File: config.mk
export PLATFORM = sky130hd
export DESIGN_NAME = pcpa_pin_ctl
export DESIGN_NICKNAME = d
export VERILOG_FILES = /design/src/verilog/pcpa_pkg.sv /design/src/verilog/pcpa_merge.sv /design/src/verilog/pcpa_pin_ctl.sv
export VERILOG_INCLUDE_DIRS = /design/src /design/src/verilog
export SDC_FILE = /design/constraint.sdc
export NUM_CORES = 1
export LEC_CHECK = 0
export ABC_AREA = 1
export CORE_AREA = 3 3 142 144
export DETAILED_ROUTE_END_ITERATION = 6
export DIE_AREA = 0 0 145 147
export DONT_BUFFER_PORTS = 1
export GPL_TIMING_DRIVEN = 0
export PLACE_DENSITY = 0.52
export SYNTH_ARGS = -nofsm -noshare
export SYNTH_HDL_FRONTEND = slang
export SYNTH_SLANG_ARGS = --single-unit
File: constraint.sdc
create_clock -name clk_i -period 1.5 [get_ports clk_i]
set_input_delay 0.15 -clock clk_i [delete_from_list [all_inputs] [get_ports clk_i]]
set_output_delay 0.15 -clock clk_i [all_outputs]
set_load 0.005 [all_outputs]
File: src/verilog/pcpa_defs.svh
// Constants for the port A data path and pin function control tail.
// Assumes inclusion by bare name from the design modules and the bench files.
`ifndef PCPA_DEFS_SVH
`define PCPA_DEFS_SVH

// Register indices; the Avalon word address equals the index.
`define PCPA_IDX_PA_DATA_HI 32'hfffe3800
`define PCPA_IDX_PA_DATA_LO 32'hfffe3802
`define PCPA_IDX_PA_PINS_HI 32'hfffe3810
`define PCPA_IDX_PA_PINS_LO 32'hfffe3812
`define PCPA_IDX_HIZ_CTL 32'hfffe3820
`define PCPA_IDX_DRV_CTL 32'hfffe3822
`define PCPA_IDX_GPI_EXT 32'hfffe3824
`define PCPA_IDX_PA_DIR_HI 32'hfffe3830
`define PCPA_IDX_PA_DIR_LO 32'hfffe3832

// Field positions.
`define PCPA_BIT_HIZ_LOW 0
`define PCPA_BIT_HIZ_HIGH 1
`define PCPA_BIT_PK_DRV 13
`define PCPA_BIT_PJ_DRV 15
`define PCPA_BIT_GENERAL_INPUT_ENABLE 8

// Reset values.
`define PCPA_RST_HIZ 2'h3
`define PCPA_RST_PJ_DRV 1'h1
`define PCPA_RST_PK_DRV 1'h1
`define PCPA_RST_GENERAL_INPUT_ENABLE 1'h0
`define PCPA_RST_PA_DATA 20'h00000
`define PCPA_RST_PA_DIR 20'h00000

// Writable bit masks; every other bit is reserved.
`define PCPA_WM_HIZ 16'h0003
`define PCPA_WM_DRV 16'ha000
`define PCPA_WM_GPI 16'h0100
`define PCPA_WM_PA_HI 16'h000f
`define PCPA_WM_PA_LO 16'hffff

// Widths.
`define PCPA_PA_W 20
`define PCPA_LC_W 12
`define PCPA_LC_GRP 6
`define PCPA_N_OR 4
`define PCPA_N_AND 5
`define PCPA_N_CAND 2

// Avalon response codes.
`define PCPA_RESP_OK 2'h0
`define PCPA_RESP_DECERR 2'h3

`endif

File: src/verilog/pcpa_pkg.sv
// Types shared by the port A and pin control design.
// Assumes pcpa_defs.svh is on the include path.
package pcpa_pkg;
  typedef enum logic [0:0] {
    PCPA_BUS_IDLE = 1'b0,
    PCPA_BUS_ANS = 1'b1
  } pcpa_bus_e;
endpackage

File: src/verilog/pcpa_merge.sv
// Merges input functions that are selected on more than one pin.
// Assumes each function has a fixed set of candidate pins, listed low pin first.
`timescale 1ns/1ns
`default_nettype none
`include "pcpa_defs.svh"
module pcpa_merge
  import pcpa_pkg::*;
(
  input wire logic [`PCPA_N_OR*`PCPA_N_CAND-1:0] or_lvl_i,
  input wire logic [`PCPA_N_OR*`PCPA_N_CAND-1:0] or_sel_i,
  input wire logic [`PCPA_N_AND*`PCPA_N_CAND-1:0] and_lvl_i,
  input wire logic [`PCPA_N_AND*`PCPA_N_CAND-1:0] and_sel_i,
  output logic [`PCPA_N_OR-1:0] or_o,
  output logic [`PCPA_N_AND-1:0] and_o
);
  // An unselected pin is neutral: low for the OR type, high for the AND type.
  always_comb begin
    or_o = '0;
    and_o = '1;
    for (int f = 0; f < `PCPA_N_OR; f++) begin
      for (int c = 0; c < `PCPA_N_CAND; c++) begin
        or_o[f] = or_o[f] | (or_lvl_i[f*`PCPA_N_CAND+c] & or_sel_i[f*`PCPA_N_CAND+c]);
      end
    end
    for (int f = 0; f < `PCPA_N_AND; f++) begin
      for (int c = 0; c < `PCPA_N_CAND; c++) begin
        and_o[f] = and_o[f] & (and_lvl_i[f*`PCPA_N_CAND+c] | ~and_sel_i[f*`PCPA_N_CAND+c]);
      end
    end
  end
endmodule
`default_nettype wire

File: src/verilog/pcpa_pin_ctl.sv
// Port A data path with large-current, drive and general-input pin control.
// Assumes an Avalon-MM master with word addressing, and pin function selects from outside.
//
// What this block does
// - High override 0 floats PE17, PE19-23 in stop
// - Low override 0 floats PE9, PE11-15 in stop
// - Reserved control bits read zero, write zero
// - Bit 15 picks port J drive, resets high
// - Bit 13 picks port K drive, resets high
// - Bit 8 enables general input function
// - Enable acts only on general-input pins
// - Enable low gates input buffers, no shoot-through
// - Clock, receive, timer inputs merge by OR
// - Interrupt, DMA, trigger, disable, reset merge by AND
// - One output function drives all selected pins
// - Low port pin switched to edge function detects
// - General output: write drives pin, read register
// - General input: read pin, write only stores
// - Twenty pins: high bits 3-0, low bits 15-0
// - Pin-state registers read live pin levels
// - Output direction, other function: store, read register
`timescale 1ns/1ns
`default_nettype none
`include "pcpa_defs.svh"
module pcpa_pin_ctl
  import pcpa_pkg::*;
(
  input wire logic clk_i,
  input wire logic rst_b_i,
  input wire logic [31:0] avs_address_i,
  input wire logic avs_read_i,
  input wire logic avs_write_i,
  input wire logic [31:0] avs_writedata_i,
  input wire logic [3:0] avs_byteenable_i,
  output logic [31:0] avs_readdata_o,
  output logic [1:0] avs_response_o,
  output logic avs_waitrequest_o,
  input wire logic [`PCPA_PA_W-1:0] pa_pin_i,
  input wire logic [`PCPA_PA_W-1:0] pa_port_fn_i,
  input wire logic [`PCPA_PA_W-1:0] pa_alt_do_i,
  input wire logic [`PCPA_PA_W-1:0] pa_alt_oe_i,
  input wire logic out_fn_val_i,
  input wire logic [`PCPA_PA_W-1:0] pa_out_fn_sel_i,
  output logic [`PCPA_PA_W-1:0] pa_pin_o,
  output logic [`PCPA_PA_W-1:0] pa_pin_oe_b_o,
  output logic [`PCPA_PA_W-1:0] pa_ibuf_en_o,
  input wire logic osc_stop_i,
  input wire logic sw_standby_i,
  input wire logic [`PCPA_LC_W-1:0] pe_lc_do_i,
  input wire logic [`PCPA_LC_W-1:0] pe_lc_oe_i,
  output logic [`PCPA_LC_W-1:0] pe_lc_do_o,
  output logic [`PCPA_LC_W-1:0] pe_lc_oe_b_o,
  output logic pj_drive_low_o,
  output logic pk_drive_low_o,
  output logic general_input_enable_o,
  input wire logic [`PCPA_N_OR*`PCPA_N_CAND-1:0] or_lvl_i,
  input wire logic [`PCPA_N_OR*`PCPA_N_CAND-1:0] or_sel_i,
  input wire logic [`PCPA_N_AND*`PCPA_N_CAND-1:0] and_lvl_i,
  input wire logic [`PCPA_N_AND*`PCPA_N_CAND-1:0] and_sel_i,
  output logic [`PCPA_N_OR-1:0] merged_or_o,
  output logic [`PCPA_N_AND-1:0] merged_and_o,
  output logic [`PCPA_N_AND-1:0] and_fall_o
);
  // Byte-lane write merge limited to the writable bits of a 16-bit register.
  function automatic logic [15:0] wmerge(input logic [15:0] old_v, input logic [31:0] wd,
                                         input logic [3:0] be, input logic [15:0] wm);
    logic [15:0] lane;
    lane = {{8{be[1]}}, {8{be[0]}}} & wm;
    wmerge = (old_v & ~lane) | (wd[15:0] & lane);
  endfunction

  pcpa_bus_e bus_st_r;
  logic [1:0] hiz_r;
  logic pj_drv_r;
  logic pk_drv_r;
  logic general_input_enable_r;
  logic [`PCPA_PA_W-1:0] pa_data_r;
  logic [`PCPA_PA_W-1:0] pa_dir_r;
  logic sel_data_hi, sel_data_lo, sel_pins_hi, sel_pins_lo;
  logic sel_hiz, sel_drv, sel_gpi, sel_dir_hi, sel_dir_lo, hit;
  logic [15:0] rd_val;
  logic [`PCPA_PA_W-1:0] gen_in, gen_out, ibuf_en, pin_seen, data_rd;
  logic [`PCPA_PA_W-1:0] pin_drv, pin_oe;
  logic wr_en, stop_mode;
  logic [`PCPA_N_OR-1:0] or_now;
  logic [`PCPA_N_AND-1:0] and_now;
  logic [15:0] cur_hiz, cur_drv, cur_gpi, cur_pa_hi, cur_pa_lo;

  // Address decode.
  always_comb begin
    sel_data_hi = 1'b0;
    sel_data_lo = 1'b0;
    sel_pins_hi = 1'b0;
    sel_pins_lo = 1'b0;
    sel_hiz = 1'b0;
    sel_drv = 1'b0;
    sel_gpi = 1'b0;
    sel_dir_hi = 1'b0;
    sel_dir_lo = 1'b0;
    if (avs_address_i == `PCPA_IDX_PA_DATA_HI) begin
      sel_data_hi = 1'b1;
    end else if (avs_address_i == `PCPA_IDX_PA_DATA_LO) begin
      sel_data_lo = 1'b1;
    end else if (avs_address_i == `PCPA_IDX_PA_PINS_HI) begin
      sel_pins_hi = 1'b1;
    end else if (avs_address_i == `PCPA_IDX_PA_PINS_LO) begin
      sel_pins_lo = 1'b1;
    end else if (avs_address_i == `PCPA_IDX_HIZ_CTL) begin
      sel_hiz = 1'b1;
    end else if (avs_address_i == `PCPA_IDX_DRV_CTL) begin
      sel_drv = 1'b1;
    end else if (avs_address_i == `PCPA_IDX_GPI_EXT) begin
      sel_gpi = 1'b1;
    end else if (avs_address_i == `PCPA_IDX_PA_DIR_HI) begin
      sel_dir_hi = 1'b1;
    end else if (avs_address_i == `PCPA_IDX_PA_DIR_LO) begin
      sel_dir_lo = 1'b1;
    end
  end

  assign hit = sel_data_hi | sel_data_lo | sel_pins_hi | sel_pins_lo | sel_hiz | sel_drv |
               sel_gpi | sel_dir_hi | sel_dir_lo;

  // Pin classes; the enable touches only pins whose function is general input.
  assign gen_in = pa_port_fn_i & ~pa_dir_r;
  assign gen_out = pa_port_fn_i & pa_dir_r;
  assign ibuf_en = ~(gen_in & {`PCPA_PA_W{~general_input_enable_r}});
  assign pin_seen = pa_pin_i & ibuf_en;
  // Output direction reads the register, input direction reads the pin.
  assign data_rd = (pa_dir_r & pa_data_r) | (~pa_dir_r & pin_seen);

  assign cur_hiz = {14'h0000, hiz_r};
  assign cur_drv = {pj_drv_r, 1'b0, pk_drv_r, 13'h0000};
  assign cur_gpi = {7'h00, general_input_enable_r, 8'h00};
  assign cur_pa_hi = {12'h000, pa_data_r[19:16]};
  assign cur_pa_lo = pa_data_r[15:0];

  // Read mux; reserved and unmapped bits read zero.
  always_comb begin
    rd_val = 16'h0000;
    if (sel_data_hi) begin
      rd_val = {12'h000, data_rd[19:16]};
    end else if (sel_data_lo) begin
      rd_val = data_rd[15:0];
    end else if (sel_pins_hi) begin
      rd_val = {12'h000, pin_seen[19:16]};
    end else if (sel_pins_lo) begin
      rd_val = pin_seen[15:0];
    end else if (sel_hiz) begin
      rd_val = cur_hiz;
    end else if (sel_drv) begin
      rd_val = cur_drv;
    end else if (sel_gpi) begin
      rd_val = cur_gpi;
    end else if (sel_dir_hi) begin
      rd_val = {12'h000, pa_dir_r[19:16]};
    end else if (sel_dir_lo) begin
      rd_val = pa_dir_r[15:0];
    end
  end

  // Bus handshake: request taken in idle, answered one cycle later.
  always_ff @(posedge clk_i) begin
    if (!rst_b_i) begin
      bus_st_r <= PCPA_BUS_IDLE;
      avs_waitrequest_o <= 1'b1;
      avs_readdata_o <= 32'h00000000;
      avs_response_o <= `PCPA_RESP_OK;
    end else begin
      case (bus_st_r)
        PCPA_BUS_IDLE: begin
          if (avs_read_i || avs_write_i) begin
            bus_st_r <= PCPA_BUS_ANS;
            avs_waitrequest_o <= 1'b0;
            avs_readdata_o <= avs_read_i ? {16'h0000, rd_val} : 32'h00000000;
            avs_response_o <= hit ? `PCPA_RESP_OK : `PCPA_RESP_DECERR;
          end
        end
        PCPA_BUS_ANS: begin
          bus_st_r <= PCPA_BUS_IDLE;
          avs_waitrequest_o <= 1'b1;
        end
        default: begin
          bus_st_r <= PCPA_BUS_IDLE;
          avs_waitrequest_o <= 1'b1;
        end
      endcase
    end
  end

  // Writes take effect at the edge where waitrequest is seen low.
  assign wr_en = (bus_st_r == PCPA_BUS_ANS) && avs_write_i;

  logic [15:0] nxt_hiz, nxt_drv, nxt_gpi, nxt_pa_hi, nxt_pa_lo, nxt_dir_hi, nxt_dir_lo;
  assign nxt_hiz = wmerge(cur_hiz, avs_writedata_i, avs_byteenable_i, `PCPA_WM_HIZ);
  assign nxt_drv = wmerge(cur_drv, avs_writedata_i, avs_byteenable_i, `PCPA_WM_DRV);
  assign nxt_gpi = wmerge(cur_gpi, avs_writedata_i, avs_byteenable_i, `PCPA_WM_GPI);
  assign nxt_pa_hi = wmerge(cur_pa_hi, avs_writedata_i, avs_byteenable_i, `PCPA_WM_PA_HI);
  assign nxt_pa_lo = wmerge(cur_pa_lo, avs_writedata_i, avs_byteenable_i, `PCPA_WM_PA_LO);
  assign nxt_dir_hi = wmerge({12'h000, pa_dir_r[19:16]}, avs_writedata_i, avs_byteenable_i, `PCPA_WM_PA_HI);
  assign nxt_dir_lo = wmerge(pa_dir_r[15:0], avs_writedata_i, avs_byteenable_i, `PCPA_WM_PA_LO);

  always_ff @(posedge clk_i) begin
    if (!rst_b_i) begin
      hiz_r <= `PCPA_RST_HIZ;
      pj_drv_r <= `PCPA_RST_PJ_DRV;
      pk_drv_r <= `PCPA_RST_PK_DRV;
      general_input_enable_r <= `PCPA_RST_GENERAL_INPUT_ENABLE;
    end else if (wr_en) begin
      if (sel_hiz) begin
        hiz_r <= nxt_hiz[1:0];
      end
      if (sel_drv) begin
        pj_drv_r <= nxt_drv[`PCPA_BIT_PJ_DRV];
        pk_drv_r <= nxt_drv[`PCPA_BIT_PK_DRV];
      end
      if (sel_gpi) begin
        general_input_enable_r <= nxt_gpi[`PCPA_BIT_GENERAL_INPUT_ENABLE];
      end
    end
  end

  // Port A data and direction; a write always stores, whatever the pin function.
  always_ff @(posedge clk_i) begin
    if (!rst_b_i) begin
      pa_data_r <= `PCPA_RST_PA_DATA;
      pa_dir_r <= `PCPA_RST_PA_DIR;
    end else if (wr_en) begin
      if (sel_data_hi) begin
        pa_data_r[19:16] <= nxt_pa_hi[3:0];
      end
      if (sel_data_lo) begin
        pa_data_r[15:0] <= nxt_pa_lo;
      end
      if (sel_dir_hi) begin
        pa_dir_r[19:16] <= nxt_dir_hi[3:0];
      end
      if (sel_dir_lo) begin
        pa_dir_r[15:0] <= nxt_dir_lo;
      end
    end
  end

  // Pin drive: general output first, then the shared output function, then other functions.
  always_comb begin
    pin_drv = '0;
    pin_oe = '0;
    for (int i = 0; i < `PCPA_PA_W; i++) begin
      if (gen_out[i]) begin
        pin_drv[i] = pa_data_r[i];
        pin_oe[i] = 1'b1;
      end else if (!pa_port_fn_i[i] && pa_out_fn_sel_i[i]) begin
        pin_drv[i] = out_fn_val_i;
        pin_oe[i] = 1'b1;
      end else if (!pa_port_fn_i[i]) begin
        pin_drv[i] = pa_alt_do_i[i];
        pin_oe[i] = pa_alt_oe_i[i];
      end
    end
  end

  always_ff @(posedge clk_i) begin
    if (!rst_b_i) begin
      pa_pin_o <= '0;
      pa_pin_oe_b_o <= '1;
      pa_ibuf_en_o <= '0;
    end else begin
      pa_pin_o <= pin_drv;
      pa_pin_oe_b_o <= ~pin_oe;
      pa_ibuf_en_o <= ibuf_en;
    end
  end

  // Large-current port E pins: low group is bits 5..0, high group bits 11..6.
  assign stop_mode = osc_stop_i | sw_standby_i;

  always_ff @(posedge clk_i) begin
    if (!rst_b_i) begin
      pe_lc_do_o <= '0;
      pe_lc_oe_b_o <= '1;
    end else begin
      pe_lc_do_o <= pe_lc_do_i;
      pe_lc_oe_b_o[`PCPA_LC_GRP-1:0] <= (stop_mode && !hiz_r[`PCPA_BIT_HIZ_LOW]) ?
        {`PCPA_LC_GRP{1'b1}} : ~pe_lc_oe_i[`PCPA_LC_GRP-1:0];
      pe_lc_oe_b_o[`PCPA_LC_W-1:`PCPA_LC_GRP] <= (stop_mode && !hiz_r[`PCPA_BIT_HIZ_HIGH]) ?
        {`PCPA_LC_GRP{1'b1}} : ~pe_lc_oe_i[`PCPA_LC_W-1:`PCPA_LC_GRP];
    end
  end

  always_ff @(posedge clk_i) begin
    if (!rst_b_i) begin
      pj_drive_low_o <= `PCPA_RST_PJ_DRV;
      pk_drive_low_o <= `PCPA_RST_PK_DRV;
      general_input_enable_o <= `PCPA_RST_GENERAL_INPUT_ENABLE;
    end else begin
      pj_drive_low_o <= pj_drv_r;
      pk_drive_low_o <= pk_drv_r;
      general_input_enable_o <= general_input_enable_r;
    end
  end

  // Merged inputs; a fall on an AND-type input is a real event even when caused by a selection change.
  pcpa_merge u_merge (
    .or_lvl_i(or_lvl_i),
    .or_sel_i(or_sel_i),
    .and_lvl_i(and_lvl_i),
    .and_sel_i(and_sel_i),
    .or_o(or_now),
    .and_o(and_now)
  );

  always_ff @(posedge clk_i) begin
    if (!rst_b_i) begin
      merged_or_o <= '0;
      merged_and_o <= '1;
      and_fall_o <= '0;
    end else begin
      merged_or_o <= or_now;
      merged_and_o <= and_now;
      and_fall_o <= merged_and_o & ~and_now;
    end
  end
endmodule
`default_nettype wire

; ---- Word-level counts from Yosys, hierarchy flattened
; Index checks and enable logic that the tools add are counted.
[totals]
reg_bits = 182
input_bits = 235
output_inout_bits = 136
[op_classes]
bitwise = 87
n_reduce_logical = 56
n_eq_ne = 10
n_mux = 180
[op_table]
columns = op, count
row1 = "== test 32 bit, second input constant", 9
row2 = 2-to-1 mux 1 bit, 167
row3 = 2-to-1 mux 16 bit, 10
row4 = bitwise AND 20 bit, 6
row5 = bitwise AND 16 bit, 5
row6 = inverter 20 bit, 3
row7 = bitwise OR 16 bit, 3
row8 = inverter 16 bit, 2
row9 = logical AND 1 bit, 23
row10 = bitwise OR 1 bit, 23
row11 = zero test 1 bit, 22
row12 = bitwise OR 20 bit, 1
row13 = bitwise AND 9 bit, 2
row14 = AND reduction 2 bit, 8
row15 = bitwise AND 1 bit, 13
row16 = inverter 1 bit, 13
row17 = bitwise AND 4 bit, 3
row18 = inverter 6 bit, 2
row19 = inverter 9 bit, 1
row20 = bitwise OR 9 bit, 1
row21 = bitwise OR 4 bit, 2
row22 = bitwise AND 5 bit, 1
row23 = inverter 5 bit, 1
row24 = bitwise AND 2 bit, 2
row25 = 8 further kinds, 10

; ---- Longest topological paths before layout
[depth]
word_depth = 20
depth_mapped = 14
mapped_depth_nobuf = 14

; ---- Hierarchy
; A second synthesis with hierarchy kept.
[unflattened]
hier_cells = 998
hier_area_um2 = 7362.1
[by_module_without_submodules]
columns = module, n_inst, cells_per_inst, area_each_um2
row1 = pcpa_pin_ctl, 1, 956, 7204.4
row2 = pcpa_merge, 1, 42, 157.7

; ---- Worst setup path before layout
; OpenSTA, ideal clock, no wires.
[synth_path]
path_type = flip-flop to flip-flop
startpoint = reg (tool-made name)
endpoint = reg avs_readdata_o[10]
path_slack_ps = 60
arrival_ps = 1369
t_required_ps = 1430
period_less_slack_ps = 1440
stages_incl_launch_ff = 9
cell_sequence = dfxtp_1 > clkbuf_1 > buf_1 > o31ai_1 > nand2_1 > o21ai_0 > a21oi_1 > o21ai_0 > a21oi_1
[synth_rtl]
columns = element, line_no
row1 = "end signal, assigned", pcpa_pin_ctl.sv:175  ; avs_readdata_o <= avs_read_i ? {16'h0000, rd_val} : 32'h00000000;
row2 = "end, declared", pcpa_pin_ctl.sv:35  ; output logic [31:0] avs_readdata_o,

==> impl_metrics.py <==
metrics = {
    "worst_setup_path": {
        "cp.arrival_ns": 1.76,
        "rrSetupSlack_ns": 0.02,
        "cp-end-kind": "flop",
        "r2r_cells": 6,
        "crit_fanout": 6,
        "r2r-end": "avs_readdata_o[0]",
        "worst_ep_required_time_ns": 1.79,
        "critical_path_class": "reg -> reg",
        "start_kind": "flop",
    },
    "layout": {
        "finalNetCount": 1363,
        "fin_cells": 1400,
        "nFillCells": 1843,
        "area_growth_pct": 37.5,
        "diodes": 0,
        "drive_above_1_share": 0.113,
    },
    "timing": {
        "min_period_ns": 1.48,
        "hold_violations": 0,
        "hold_ws_ns": 0.0141,
        "setup_viol": 0,
        "fin_worst_skew_ns": 0.00958,
        "relSlewSlack": 0.434,
        "rsz0062_at_grt": "true",
        "slew_viol_final": 0,
        "fmax_mhz": 678,
        "max_slew.worst_pin.slew_ns": 0.848,
        "timing.final.crit_share": 0.984,
    },
    "floorplan": {
        "die_area_um2": 21300,
        "core_area_um2": 18800,
        "num_io_pins": 371,
        "die_width_um": 145,
        "start_util": 0.380,
        "rows": 50,
        "die_h_um": 147,
    },
    "run": {
        "max-cap-violations": 0,
    },
    "synth": {
        "synth_top_cell_by_area": "dfxtp_1",
        "synth_common_cells": "nand2_1 (194), dfxtp_1 (165), inv_1 (131), o21ai_0 (105), a21oi_1 (79)",
        "synth-async-reset-ratio": 0,
        "synth-warning-count": 0,
        "synth_ff_type": "dfxtp_1",
        "synth.yosys.seq_area_share": 0.461,
        "yosysUniqueCellTypes": 36,
        "netlist_area_um2": 7160,
        "synth-seq-cells": 165,
        "synth_most_common_cell": "nand2_1",
        "synth_top_area_frac": 0.461,
        "syn_inst": 952,
        "syn_avg_cell_area_um2": 7.52,
        "synthTopCellsByArea": "dfxtp_1 (46%), nand2_1 (10%), o21ai_0 (7.3%)",
        "synth_edf_count": 0,
    },
    "route": {
        "drt_first_iter_violations": 488,
        "drt-pass1-iter-count": 6,
        "num_vias": 7050,
        "wl_per_cell_um": 19.1,
        "drt-met1-wl_um": 11300,
        "dr_wl_met2_um": 12900,
        "met3_wirelength_um": 2050,
        "ant_nets": 0,
        "via_per_inst": 5.04,
        "dr.max_layer_used": "met4",
        "drc_errors": 0,
        "routed_wl_um": 26700,
    },
    "power": {
        "leakage_nw": 4.35,
        "pwr-share-comb": 0.091,
        "seq_power_share": 0.449,
        "pwr-share-clk": 0.460,
        "vdd_ir_drop_max_mv": 0.806,
        "power.total_mw": 10.3,
        "power_switching_share": 0.235,
        "powerDensity_nw_per_um2": 1050,
        "power_switching_mw": 2.42,
        "power.internal_mw": 7.87,
    },
    "clocking": {
        "clockBufferDepth": 2,
        "numCtsBuffers": 17,
        "cts_root_buffer": "clkbuf_16",
        "htreeDepth": 4,
        "clock-sinks": 165,
        "clk_pin_slew_worst_paths_ns": 0.07,
        "cts_tree": "built",
        "clk_latency_ns": 0.43,
    },
    "global_route": {
        "grtUsageTotal": 0.245,
        "grt_start_max_net_pins": 17,
        "grt_pass1_wl_um": 40500,
        "antenna_found_initial": 0,
        "grt_overflow": 0,
        "grt_pass1_vias": 6913,
    },
    "worst_hold_path": {
        "hold_path_depth": 4,
        "hold_start": "pa_alt_do_i[16]",
        "hold-path-endpoint": "pa_pin_o[16]",
        "hold_path_class": "in -> reg",
    },
    "placed_design": {
        "hpwl_um": 18700,
        "place.gp.congestion": 0.968,
        "dp.cells": 1227,
        "portBuffers": 0,
    },
    "run_status": {
        "outcome": "finished clean",
    },
}
-- worst max path at each step --
stage,endpoint,depth (start not counted),from,slack (ns)
global route,avs_readdata_o[0],7,flop,-0.05
CTS,avs_readdata_o[3],8,flop,-0.01
global placement,avs_readdata_o[13],8,flop,-0.96
floorplan,avs_readdata_o[10],8,flop,0.06
finish,avs_readdata_o[0],6,flop,0.02
detailed placement,avs_readdata_o[13],8,flop,-1.0
-- power groups by stage --
| stage | logic (mW) | registers, mW | clock network (mW) |
|---|---|---|---|
| 5_1_grt | 1.04 | 4.63 | 5.01 |
| 2_1_floorplan | 0.416 | 4.69 | 0 |
| 6_report | 0.937 | 4.62 | 4.74 |
| 4_1_cts | 0.900 | 4.62 | 4.85 |
| 3_5_place_dp | 0.573 | 4.72 | 0 |
| 3_3_place_gp | 0.568 | 4.72 | 0 |
-- cells in the final DEF (no fill, tap or decap), drive strengths merged --
cell type	count
o211ai	14
and2	1
o21a	1
mux2i	17
o31ai	17
clkbuf	42
conb	16
nor2	43
nand4	7
a31oi	25
o21ai	118
o21bai	2
buf	33
nand3	54
clkinvlp	2
a21oi	81
o22ai	9
dlygate4sd3	135
or2	3
nand2	198
dfxtp	165
nor3	9
clkinv	5
bufinv	4
inv	139
-- critical path: stages (launching register included) --
cell     delay, ns
dfxtp_4       0.41
o31ai_2       0.37
nand2_1       0.08
o21ai_0       0.17
a21oi_1       0.13
nand2_1       0.11
a21oi_1       0.07
-- layer usage --
| layer | GRT usage | vias up |
|---|---|---|
| li1 | - | 3475 |
| met1 | 0.314 | 3224 |
| met2 | 0.413 | 323 |
| met3 | 0.0605 | 28 |
| met4 | 0.0675 | 0 |
| met5 | 0 | - |
-- through the flow --
| step | setup WS [ns] | TNS [ns] | utilization | cell area (µm²) |
|---|---|---|---|---|
| 6_report | 0.0241 | 0 | 0.523 | 9840 |
| 5_1_grt | -0.0531 | -0.148 | 0.523 | 9840 |
| 3_3_place_gp | -0.957 | -42.77 | 0.400 | 7540 |
| 4_1_cts | -0.0117 | -0.0320 | 0.512 | 9640 |
| 3_5_place_dp | -0.999 | -44.80 | 0.400 | 7540 |
| 2_1_floorplan | 0.0604 | 0 | - | 7210 |
-- what timing repair did --
item,in CTS,in global routing
setup buffers,2,6
resized for setup,27,38
pin swaps,2,10
endpoints found under the setup margin,67,45
hold endpoints to repair,135,0
hold buffers,135,0
-- layout make-up --
cell class                      instances  area [µm²]  area share
Buffer                                 47         288      0.0292
Inverter                              139         534      0.0543
Clock inverter                         11         175      0.0178
Sequential cell                       165        3310       0.336
Tap cell                              260         325      0.0331
Multi-Input combinational cell        615        3340       0.339
Timing Repair Buffer                  143        1420       0.144
Clock buffer                           20         457      0.0464
-- cell families (layout without fill, tap and decap cells) --
group | Yosys count | count (layout) | synth area share
AND/OR/NAND/NOR | 315 | 315 | 0.197
AO/OA/AOI/OAI | 267 | 267 | 0.207
buffers and inverters | 187 | 360 | 0.111
flip-flops | 165 | 165 | 0.461
multiplexers | 17 | 17 | 0.0238
other | 1 | 16 | 0.000524
(Power assumes the default switching activity.)
